--- config.mk ---
export PLATFORM = sky130hd
export DESIGN_NAME = tlc_top
export DESIGN_NICKNAME = d
export VERILOG_FILES = /design/src/tlc_pkg.sv /design/src/tlc_cmp.sv /design/src/tlc_top.sv
export VERILOG_INCLUDE_DIRS = /design/src
export SDC_FILE = /design/constraint.sdc
export NUM_CORES = 1
export LEC_CHECK = 0
export ABC_AREA = 0
export BUFFER_PORTS_ARGS = -buffer_cell sky130_fd_sc_hd__clkbuf_2
export CAP_MARGIN = 30
export CORE_AREA = 2 2 98 100
export DETAILED_ROUTE_END_ITERATION = 10
export DIE_AREA = 0 0 100 102
export PLACE_DENSITY = 0.8
export SETUP_SLACK_MARGIN = 0.5
export SYNTH_ARGS = -nofsm -noshare
export SYNTH_HDL_FRONTEND = slang
export SYNTH_SLANG_ARGS = --single-unit
--- constraint.sdc ---
create_clock -name CLOCK -period 3.05 [get_ports CLOCK]
set_input_delay 0.1525 -clock CLOCK [delete_from_list [all_inputs] [get_ports CLOCK]]
set_output_delay 0.1525 -clock CLOCK [all_outputs]
set_load 0.01 [all_outputs]
--- src/tlc_regs.svh ---
// offsets, field masks and reset values of the temperature limit bank
`ifndef TLC_REGS_SVH
`define TLC_REGS_SVH

// ----------------------------------------------------------------------
// byte offsets of the limit bank
// ----------------------------------------------------------------------
`define TLC_OFS_HIGH_LIMIT_LOWER      8'h1C
`define TLC_OFS_HIGH_LIMIT_UPPER      8'h1D
`define TLC_OFS_LOW_LIMIT_LOWER       8'h1E
`define TLC_OFS_LOW_LIMIT_UPPER       8'h1F
`define TLC_OFS_CRIT_HIGH_LIMIT_LOWER 8'h20
`define TLC_OFS_CRIT_HIGH_LIMIT_UPPER 8'h21
`define TLC_OFS_CRIT_LOW_LIMIT_LOWER  8'h22
`define TLC_OFS_CRIT_LOW_LIMIT_UPPER  8'h23
`define TLC_NUM_BYTES                 8

// ----------------------------------------------------------------------
// writable bits: lower bytes lose bits 1:0, upper bytes lose bits 7:5
// ----------------------------------------------------------------------
`define TLC_LOWER_WMASK 8'hFC
`define TLC_UPPER_WMASK 8'h1F
`define TLC_LIMIT_SIGN  12

// ----------------------------------------------------------------------
// reset values
// ----------------------------------------------------------------------
`define TLC_RST_HIGH_LIMIT_LOWER      8'h70
`define TLC_RST_HIGH_LIMIT_UPPER      8'h03
`define TLC_RST_LOW_LIMIT_LOWER       8'h00
`define TLC_RST_LOW_LIMIT_UPPER       8'h00
`define TLC_RST_CRIT_HIGH_LIMIT_LOWER 8'h50
`define TLC_RST_CRIT_HIGH_LIMIT_UPPER 8'h05
`define TLC_RST_CRIT_LOW_LIMIT_LOWER  8'h00
`define TLC_RST_CRIT_LOW_LIMIT_UPPER  8'h00

`endif

--- src/tlc_pkg.sv ---
// types shared by the temperature limit bank
package tlc_pkg;
	typedef logic [7:0] tlc_byte_t;
	typedef logic [2:0] tlc_index_t;
	// which threshold a comparator serves
	typedef enum logic [1:0] {
		TLC_KIND_HIGH      = 2'h0,
		TLC_KIND_LOW       = 2'h1,
		TLC_KIND_CRIT_HIGH = 2'h2,
		TLC_KIND_CRIT_LOW  = 2'h3
	} tlc_kind_t;
endpackage

--- src/tlc_cmp.sv ---
// one signed threshold comparator for a limit byte pair
module tlc_cmp #(
	parameter int        TEMP_W = 16,
	parameter tlc_pkg::tlc_kind_t KIND = tlc_pkg::TLC_KIND_HIGH
) (
	// operands
	input  wire logic [TEMP_W-1:0] result,
	input  wire logic [15:0]       limit,
	// verdict
	output logic                   hit
);
	import tlc_pkg::*;
	`include "tlc_regs.svh"

	logic signed [TEMP_W-1:0] limit_ext;

	// sign-extend the 13 live bits so both operands share width and alignment
	assign limit_ext = {{(TEMP_W-`TLC_LIMIT_SIGN){limit[`TLC_LIMIT_SIGN]}},
		limit[`TLC_LIMIT_SIGN-1:0]};

	// strict comparison in the direction of this threshold
	always_comb begin
		if (KIND == TLC_KIND_HIGH || KIND == TLC_KIND_CRIT_HIGH) begin
			hit = $signed(result) > limit_ext;
		end else begin
			hit = $signed(result) < limit_ext;
		end
	end
endmodule

--- src/tlc_top.sv ---
// temperature limit register bank with four threshold status flags
// ----------------------------------------------------------------------
// What this block does
// - high flag set when result exceeds high limit
// - low flag set when result below low limit
// - critical high flag when result exceeds it
// - critical low flag when result below it
// - read-only-zero bits ignore writes, read zero
// - limit is upper byte above lower byte
// - high limit upper byte resets to 03
// - critical high bytes reset to 50, 05
// - low limit bytes both reset to zero
// - critical low lower byte resets to zero
// - high limit lower byte resets to 70
// - all flags follow the latest conversion or a later clear
// ----------------------------------------------------------------------
module tlc_top #(
	parameter int TEMP_W = 16
) (
	// clock, reset, enable
	input  wire logic                  CLOCK,
	input  wire logic                  RST,
	input  wire logic                  CE,
	// register port from the serial interface
	input  wire tlc_pkg::tlc_byte_t    REG_ADDR,
	input  wire tlc_pkg::tlc_byte_t    REG_WDATA,
	input  wire logic                  REG_WR,
	input  wire logic                  REG_RD,
	output tlc_pkg::tlc_byte_t         REG_RDATA,
	output logic                       REG_RVALID,
	// conversion result from the converter
	input  wire logic [TEMP_W-1:0]     CONV_RESULT,
	input  wire logic                  CONV_VALID,
	// flag clear from the status logic, one bit per flag
	input  wire logic [3:0]            FLAG_CLEAR,
	// threshold flags
	output logic                       FLAG_HIGH,
	output logic                       FLAG_LOW,
	output logic                       FLAG_CRIT_HIGH,
	output logic                       FLAG_CRIT_LOW
);
	import tlc_pkg::*;
	`include "tlc_regs.svh"

	// ------------------------------------------------------------------
	// elaboration check
	// ------------------------------------------------------------------
	if (TEMP_W < 13 || TEMP_W > 32) begin : g_bad_width
		$error("TEMP_W must lie between 13 and 32");
	end

	// ------------------------------------------------------------------
	// decode helpers
	// ------------------------------------------------------------------
	// true when the address falls inside the limit bank
	function automatic logic in_bank(input tlc_byte_t a);
		in_bank = (a >= `TLC_OFS_HIGH_LIMIT_LOWER) && (a <= `TLC_OFS_CRIT_LOW_LIMIT_UPPER);
	endfunction

	// bank index of an address
	function automatic tlc_index_t bank_index(input tlc_byte_t a);
		tlc_byte_t d;
		d = a - `TLC_OFS_HIGH_LIMIT_LOWER;
		bank_index = d[2:0];
	endfunction

	// writable bits of a byte: odd index is an upper byte
	function automatic tlc_byte_t write_mask(input tlc_index_t i);
		write_mask = i[0] ? `TLC_UPPER_WMASK : `TLC_LOWER_WMASK;
	endfunction

	// reset value of each byte
	function automatic tlc_byte_t reset_value(input tlc_index_t i);
		case (i)
			3'h0:    reset_value = `TLC_RST_HIGH_LIMIT_LOWER;
			3'h1:    reset_value = `TLC_RST_HIGH_LIMIT_UPPER;
			3'h2:    reset_value = `TLC_RST_LOW_LIMIT_LOWER;
			3'h3:    reset_value = `TLC_RST_LOW_LIMIT_UPPER;
			3'h4:    reset_value = `TLC_RST_CRIT_HIGH_LIMIT_LOWER;
			3'h5:    reset_value = `TLC_RST_CRIT_HIGH_LIMIT_UPPER;
			3'h6:    reset_value = `TLC_RST_CRIT_LOW_LIMIT_LOWER;
			default: reset_value = `TLC_RST_CRIT_LOW_LIMIT_UPPER;
		endcase
	endfunction

	// ------------------------------------------------------------------
	// limit storage and read path
	// ------------------------------------------------------------------
	tlc_byte_t  bank        [`TLC_NUM_BYTES];
	tlc_byte_t  next_bank   [`TLC_NUM_BYTES];
	tlc_byte_t  next_rdata;
	logic       next_rvalid;
	logic       hit_bank;
	tlc_index_t idx;

	assign hit_bank = in_bank(REG_ADDR);
	assign idx      = bank_index(REG_ADDR);

	// write keeps only writable bits; a read of a stray address returns zero
	always_comb begin
		for (int i = 0; i < `TLC_NUM_BYTES; i++) begin
			next_bank[i] = bank[i];
		end
		if (REG_WR && hit_bank) begin
			next_bank[idx] = REG_WDATA & write_mask(idx);
		end
		next_rdata  = (REG_RD && hit_bank) ? bank[idx] : 8'h00;
		next_rvalid = REG_RD;
	end

	// bank registers, frozen while the enable is low
	always_ff @(posedge CLOCK) begin
		if (RST) begin
			for (int i = 0; i < `TLC_NUM_BYTES; i++) begin
				bank[i] <= reset_value(3'(i));
			end
			REG_RDATA  <= 8'h00;
			REG_RVALID <= 1'b0;
		end else if (CE) begin
			for (int i = 0; i < `TLC_NUM_BYTES; i++) begin
				bank[i] <= next_bank[i];
			end
			REG_RDATA  <= next_rdata;
			REG_RVALID <= next_rvalid;
		end
	end

	// ------------------------------------------------------------------
	// threshold comparators
	// ------------------------------------------------------------------
	logic [3:0] hit;
	logic [3:0] flag;
	logic [3:0] next_flag;

	// each limit is its upper byte above its lower byte
	for (genvar k = 0; k < 4; k++) begin : g_cmp
		tlc_cmp #(
			.TEMP_W (TEMP_W),
			.KIND   (tlc_kind_t'(k))
		) u_cmp (
			.result (CONV_RESULT),
			.limit  ({bank[2*k+1], bank[2*k]}),
			.hit    (hit[k])
		);
	end

	// a finished conversion rewrites every flag; it wins over a clear
	always_comb begin
		if (CONV_VALID) begin
			next_flag = hit;
		end else begin
			next_flag = flag & ~FLAG_CLEAR;
		end
	end

	// flag registers
	always_ff @(posedge CLOCK) begin
		if (RST) begin
			flag <= 4'h0;
		end else if (CE) begin
			flag <= next_flag;
		end
	end

	assign FLAG_HIGH      = flag[TLC_KIND_HIGH];
	assign FLAG_LOW       = flag[TLC_KIND_LOW];
	assign FLAG_CRIT_HIGH = flag[TLC_KIND_CRIT_HIGH];
	assign FLAG_CRIT_LOW  = flag[TLC_KIND_CRIT_LOW];

	// reference limits, built independently of the comparator instances
	logic signed [15:0] ref_lim [4];
	for (genvar k = 0; k < 4; k++) begin : g_ref
		assign ref_lim[k] = $signed({{3{bank[2*k+1][4]}}, bank[2*k+1][4:0], bank[2*k]});
	end
endmodule

==> impl_summary.log <==
INFO  metric wire_per_inst = 20.8 µm
INFO  metric syn_nets = 667
INFO  metric holdCritPathClass = input pin to flip-flop
INFO  metric setup.worst_path.class = flip-flop to flip-flop
INFO  metric clock_root_buffer = sky130_fd_sc_hd__clkbuf_8
INFO  metric worst_setup_slack_post_dpl = 1.03 ns
INFO  metric antenna_found_initial = 0
INFO  metric worstReg2RegEnd = flag[0]$_SDFFE_PP0P_
INFO  metric grt_first_pass_wirelength = 23400 µm
INFO  metric leading_register_cell_type_out_of_synthesis = sky130_fd_sc_hd__edfxtp_1
INFO  metric critical_path.reg2reg.startpoint = bank[1][4]$_SDFFCE_PN0P_
INFO  metric synth_common_cells = 65 x sky130_fd_sc_hd__nand2_1, 64 x sky130_fd_sc_hd__edfxtp_1, 62 x sky130_fd_sc_hd__ha_1, 52 x sky130_fd_sc_hd__inv_1, 38 x sky130_fd_sc_hd__a21oi_1
INFO  metric crit_family = compound AO/OA/AOI/OAI gates
INFO  metric hold-path-cell-count = 4
INFO  metric finalSetupViolations = 0
INFO  metric cap_viol_max_count = 0
INFO  metric pwr_density_cell = 435 nW/µm²
INFO  metric synth.yosys.seq_area_share = 40.4%
INFO  metric finalCritPeriodShare = 70.3%
INFO  metric cts.hold.buffers_added = 0
INFO  metric final.setup.worst_slack = 0.906 ns
INFO  metric drcViolationCount = 0
INFO  metric worstSkewPairLatency = 0.37 ns
INFO  metric grt-ovfl-total = 0
INFO  metric largest_net_degree_at_the_start_of_global_routing = 36
INFO  metric cp.arrival = 2.39 ns
INFO  metric placement_rows = 35
INFO  metric fillerInstances = 741
INFO  metric post_detailed_route_via_to_cell_ratio = 6.45
INFO  metric initial_drc_count = 632
INFO  metric synth_cell_types = 60
INFO  metric start_kind = flip-flop
INFO  metric area.growth.synth_to_final = 10.6%
INFO  metric holdPathEnd = flag[2]$_SDFFE_PP0P_
INFO  metric finalHoldViolations = 0
INFO  metric worstRegToRegCells = 8
INFO  metric peak_supply_drop = 0.316 mV
INFO  metric finalCriticalPeriod = 2.14 ns
INFO  metric synth_area_leaders = sky130_fd_sc_hd__edfxtp_1 36%, sky130_fd_sc_hd__ha_1 14%, sky130_fd_sc_hd__mux2i_1 5.0%
INFO  metric vias = 4686
INFO  metric result_of_the_run = complete, no violations
INFO  metric antenna_left = 0
INFO  metric critical_path_top_delay_cell = sky130_fd_sc_hd__a2111oi_1
INFO  metric maximum_clock_rate = 466 MHz
INFO  metric detailedPlacementHpwl = 11100 µm
INFO  metric detailedRoute.firstPassIterationCount = 7
INFO  metric buffer_ports.inserted = 54
INFO  metric gp_congestion = 0.967
INFO  metric post_cts_resize_count = 0
INFO  metric final_nets = 714
INFO  metric post_synthesis_cells = 563
INFO  metric post_cts_buffers = 0
INFO  metric cts_buffers = 9
INFO  metric finalMaxSlewViolations = 0
INFO  metric clockBufferDepth = 2
INFO  metric grt_util_all_layers = 30.3%
INFO  metric post-synth-top-count-cell = sky130_fd_sc_hd__nand2_1
INFO  metric synth.avg_cell_area = 9.60 µm²
INFO  metric antenna_cells_inserted = 0
INFO  metric share_of_final_layout_standard_cells_stronger_than_drive_strength_1 = 15.4%
INFO  metric floorplan.io_pins = 55
INFO  metric cp_cell_sequence = inv_1 > ha_1 > and3_4 > nand3_2 > nor4_2 > a211o_1 > a2111oi_1 > o31ai_1
INFO  metric power.leakage = 2.70 nW
INFO  metric clkSinkCount = 77
INFO  metric synth.largest_area_cell = sky130_fd_sc_hd__edfxtp_1
INFO  metric finalCoreUtilization = 65.6%
INFO  metric maxSlewHeadroom = 46.5%
INFO  metric postSynthRegisterBits = 77
INFO  metric slowest_delay = 0.43 ns
INFO  metric syn_area = 5410 µm²
INFO  metric vias_in_the_first_global_route = 4449
INFO  metric core = 9110 µm²
INFO  metric cp.required = 3.29 ns
INFO  metric clkTransAtPathRegs = 0.09 ns
INFO  metric holdWs = 0.0957 ns
INFO  metric design_power_total = 0.00260 W
INFO  metric clock_tree.htree_level_count = 3
INFO  metric tritoncts_clock_tree = done
INFO  metric ys.warnings.count = 0
INFO  metric reg2reg_slack = 0.91 ns
INFO  metric initial_core_util = 59.3%
INFO  metric timing.clock.skew = 0.0145 ns
INFO  metric critical_path_peak_fanout = 4
INFO  metric share_of_flip_flops_with_an_asynchronous_set_or_reset = 0%
INFO  metric worst_hold_startpoint = FLAG_CLEAR[2]
INFO  metric drt-total-wl = 15100 µm
INFO  metric synth_top_area_share = 35.6%
INFO  metric vertical_die_dimension = 102 µm
INFO  metric tightest_slew = 0.803 ns
INFO  metric synth_enable_flop_cells = 64
INFO  metric crit_buf_inv = 1
INFO  metric rsz0062_at_grt = false
INFO  metric floorplan.die_area = 10200 µm²
INFO  metric critPathCaptureType = flip-flop
INFO  metric die_w = 100 µm
INFO  metric summed_negative_setup_slack_over_all_endpoints = 0 ns
## cell usage in the layout (no fill, tap or decap), types with 5 or more instances in the layout
master	instances
sky130_fd_sc_hd__mux2i_1	27
sky130_fd_sc_hd__nand2b_1	7
sky130_fd_sc_hd__dfxtp_1	13
sky130_fd_sc_hd__a211oi_1	8
sky130_fd_sc_hd__nand4_1	6
sky130_fd_sc_hd__a21o_1	10
sky130_fd_sc_hd__nor2_1	34
sky130_fd_sc_hd__a31oi_1	5
sky130_fd_sc_hd__and3_1	17
sky130_fd_sc_hd__nor2b_1	9
sky130_fd_sc_hd__edfxtp_1	64
sky130_fd_sc_hd__o21ai_0	24
sky130_fd_sc_hd__buf_4	8
sky130_fd_sc_hd__ha_1	62
sky130_fd_sc_hd__o211ai_1	14
sky130_fd_sc_hd__clkbuf_8	10
sky130_fd_sc_hd__inv_1	52
sky130_fd_sc_hd__o21ai_1	7
sky130_fd_sc_hd__clkbuf_2	54
sky130_fd_sc_hd__o22ai_1	6
sky130_fd_sc_hd__a21oi_1	38
sky130_fd_sc_hd__nand2_1	65
sky130_fd_sc_hd__nand3_1	12
## per-stage QoR
step,instances,cell area (µm²)
final,726,5980
after global routing,726,5980
after CTS,726,5980
after detailed placement,710,5760
after global placement,710,5760
after floorplan,563,5410
## cell families (layout without fill, tap and decap cells)
logic type | Yosys count | after routing | share of synthesized area (%)
AND/OR/NAND/NOR | 176 | 176 | 16.4
adder cells (fa/ha/maj) | 62 | 62 | 14.4
buffers and inverters | 79 | 131 | 5.88
flip-flops | 77 | 77 | 40.4
multiplexers | 30 | 30 | 6.25
AO/OA/AOI/OAI | 139 | 139 | 16.8
## report_power, final
group | internal, W | switching (W)
clock | 0.000483 | 0.000399
sequential | 0.00119 | 0.0000366
combinational | 0.000185 | 0.000301
## registers in the layout, summed over array words and instances (netlist names)
name and cells:
REG_RDATA 8, REG_RVALID 1, bank 64, flag 4
## routing by layer
layer  global-route usage [%]  routed length, µm  up-vias
li1                         -                  -     2156
met1                     40.7               6050     2208
met2                     49.9               7180      289
met3                     4.31               1430       33
met4                     12.6                432        0
met5                        0                  0        -
## area by class of cell
type	count	area, µm²	area share, %
Clock buffer	12	145	2.43
Sequential cell	77	2180	36.5
Multi-Input combinational cell	407	2910	48.6
Inverter	53	201	3.37
Tap cell	111	139	2.32
Clock inverter	4	72.6	1.21
Timing Repair Buffer	62	330	5.53
## worst max-delay path by stage
stage	from	end	slack, ns	depth (start not counted)
global placement	REG_ADDR[0]	REG_RDATA[0]$_SDFFE_PP0P_	1.02	6
global route	bank[1][4]$_SDFFCE_PN0P_	flag[0]$_SDFFE_PP0P_	0.91	8
detailed placement	REG_ADDR[0]	REG_RDATA[0]$_SDFFE_PP0P_	1.03	6
floorplan	REG_ADDR[2]	bank[0][0]$_SDFFCE_PN0P_	0.69	5
CTS	bank[1][4]$_SDFFCE_PN0P_	flag[0]$_SDFFE_PP0P_	1.02	8
finish	bank[1][4]$_SDFFCE_PN0P_	flag[0]$_SDFFE_PP0P_	0.91	8
## worst min-delay path, stage by stage
cell	delay, ns
sky130_fd_sc_hd__clkbuf_2	0.08
sky130_fd_sc_hd__o21ai_0	0.06
sky130_fd_sc_hd__nand3b_1	0.08
sky130_fd_sc_hd__o21ai_1	0.05
Note: power is estimated with default switching activity, not from simulation.
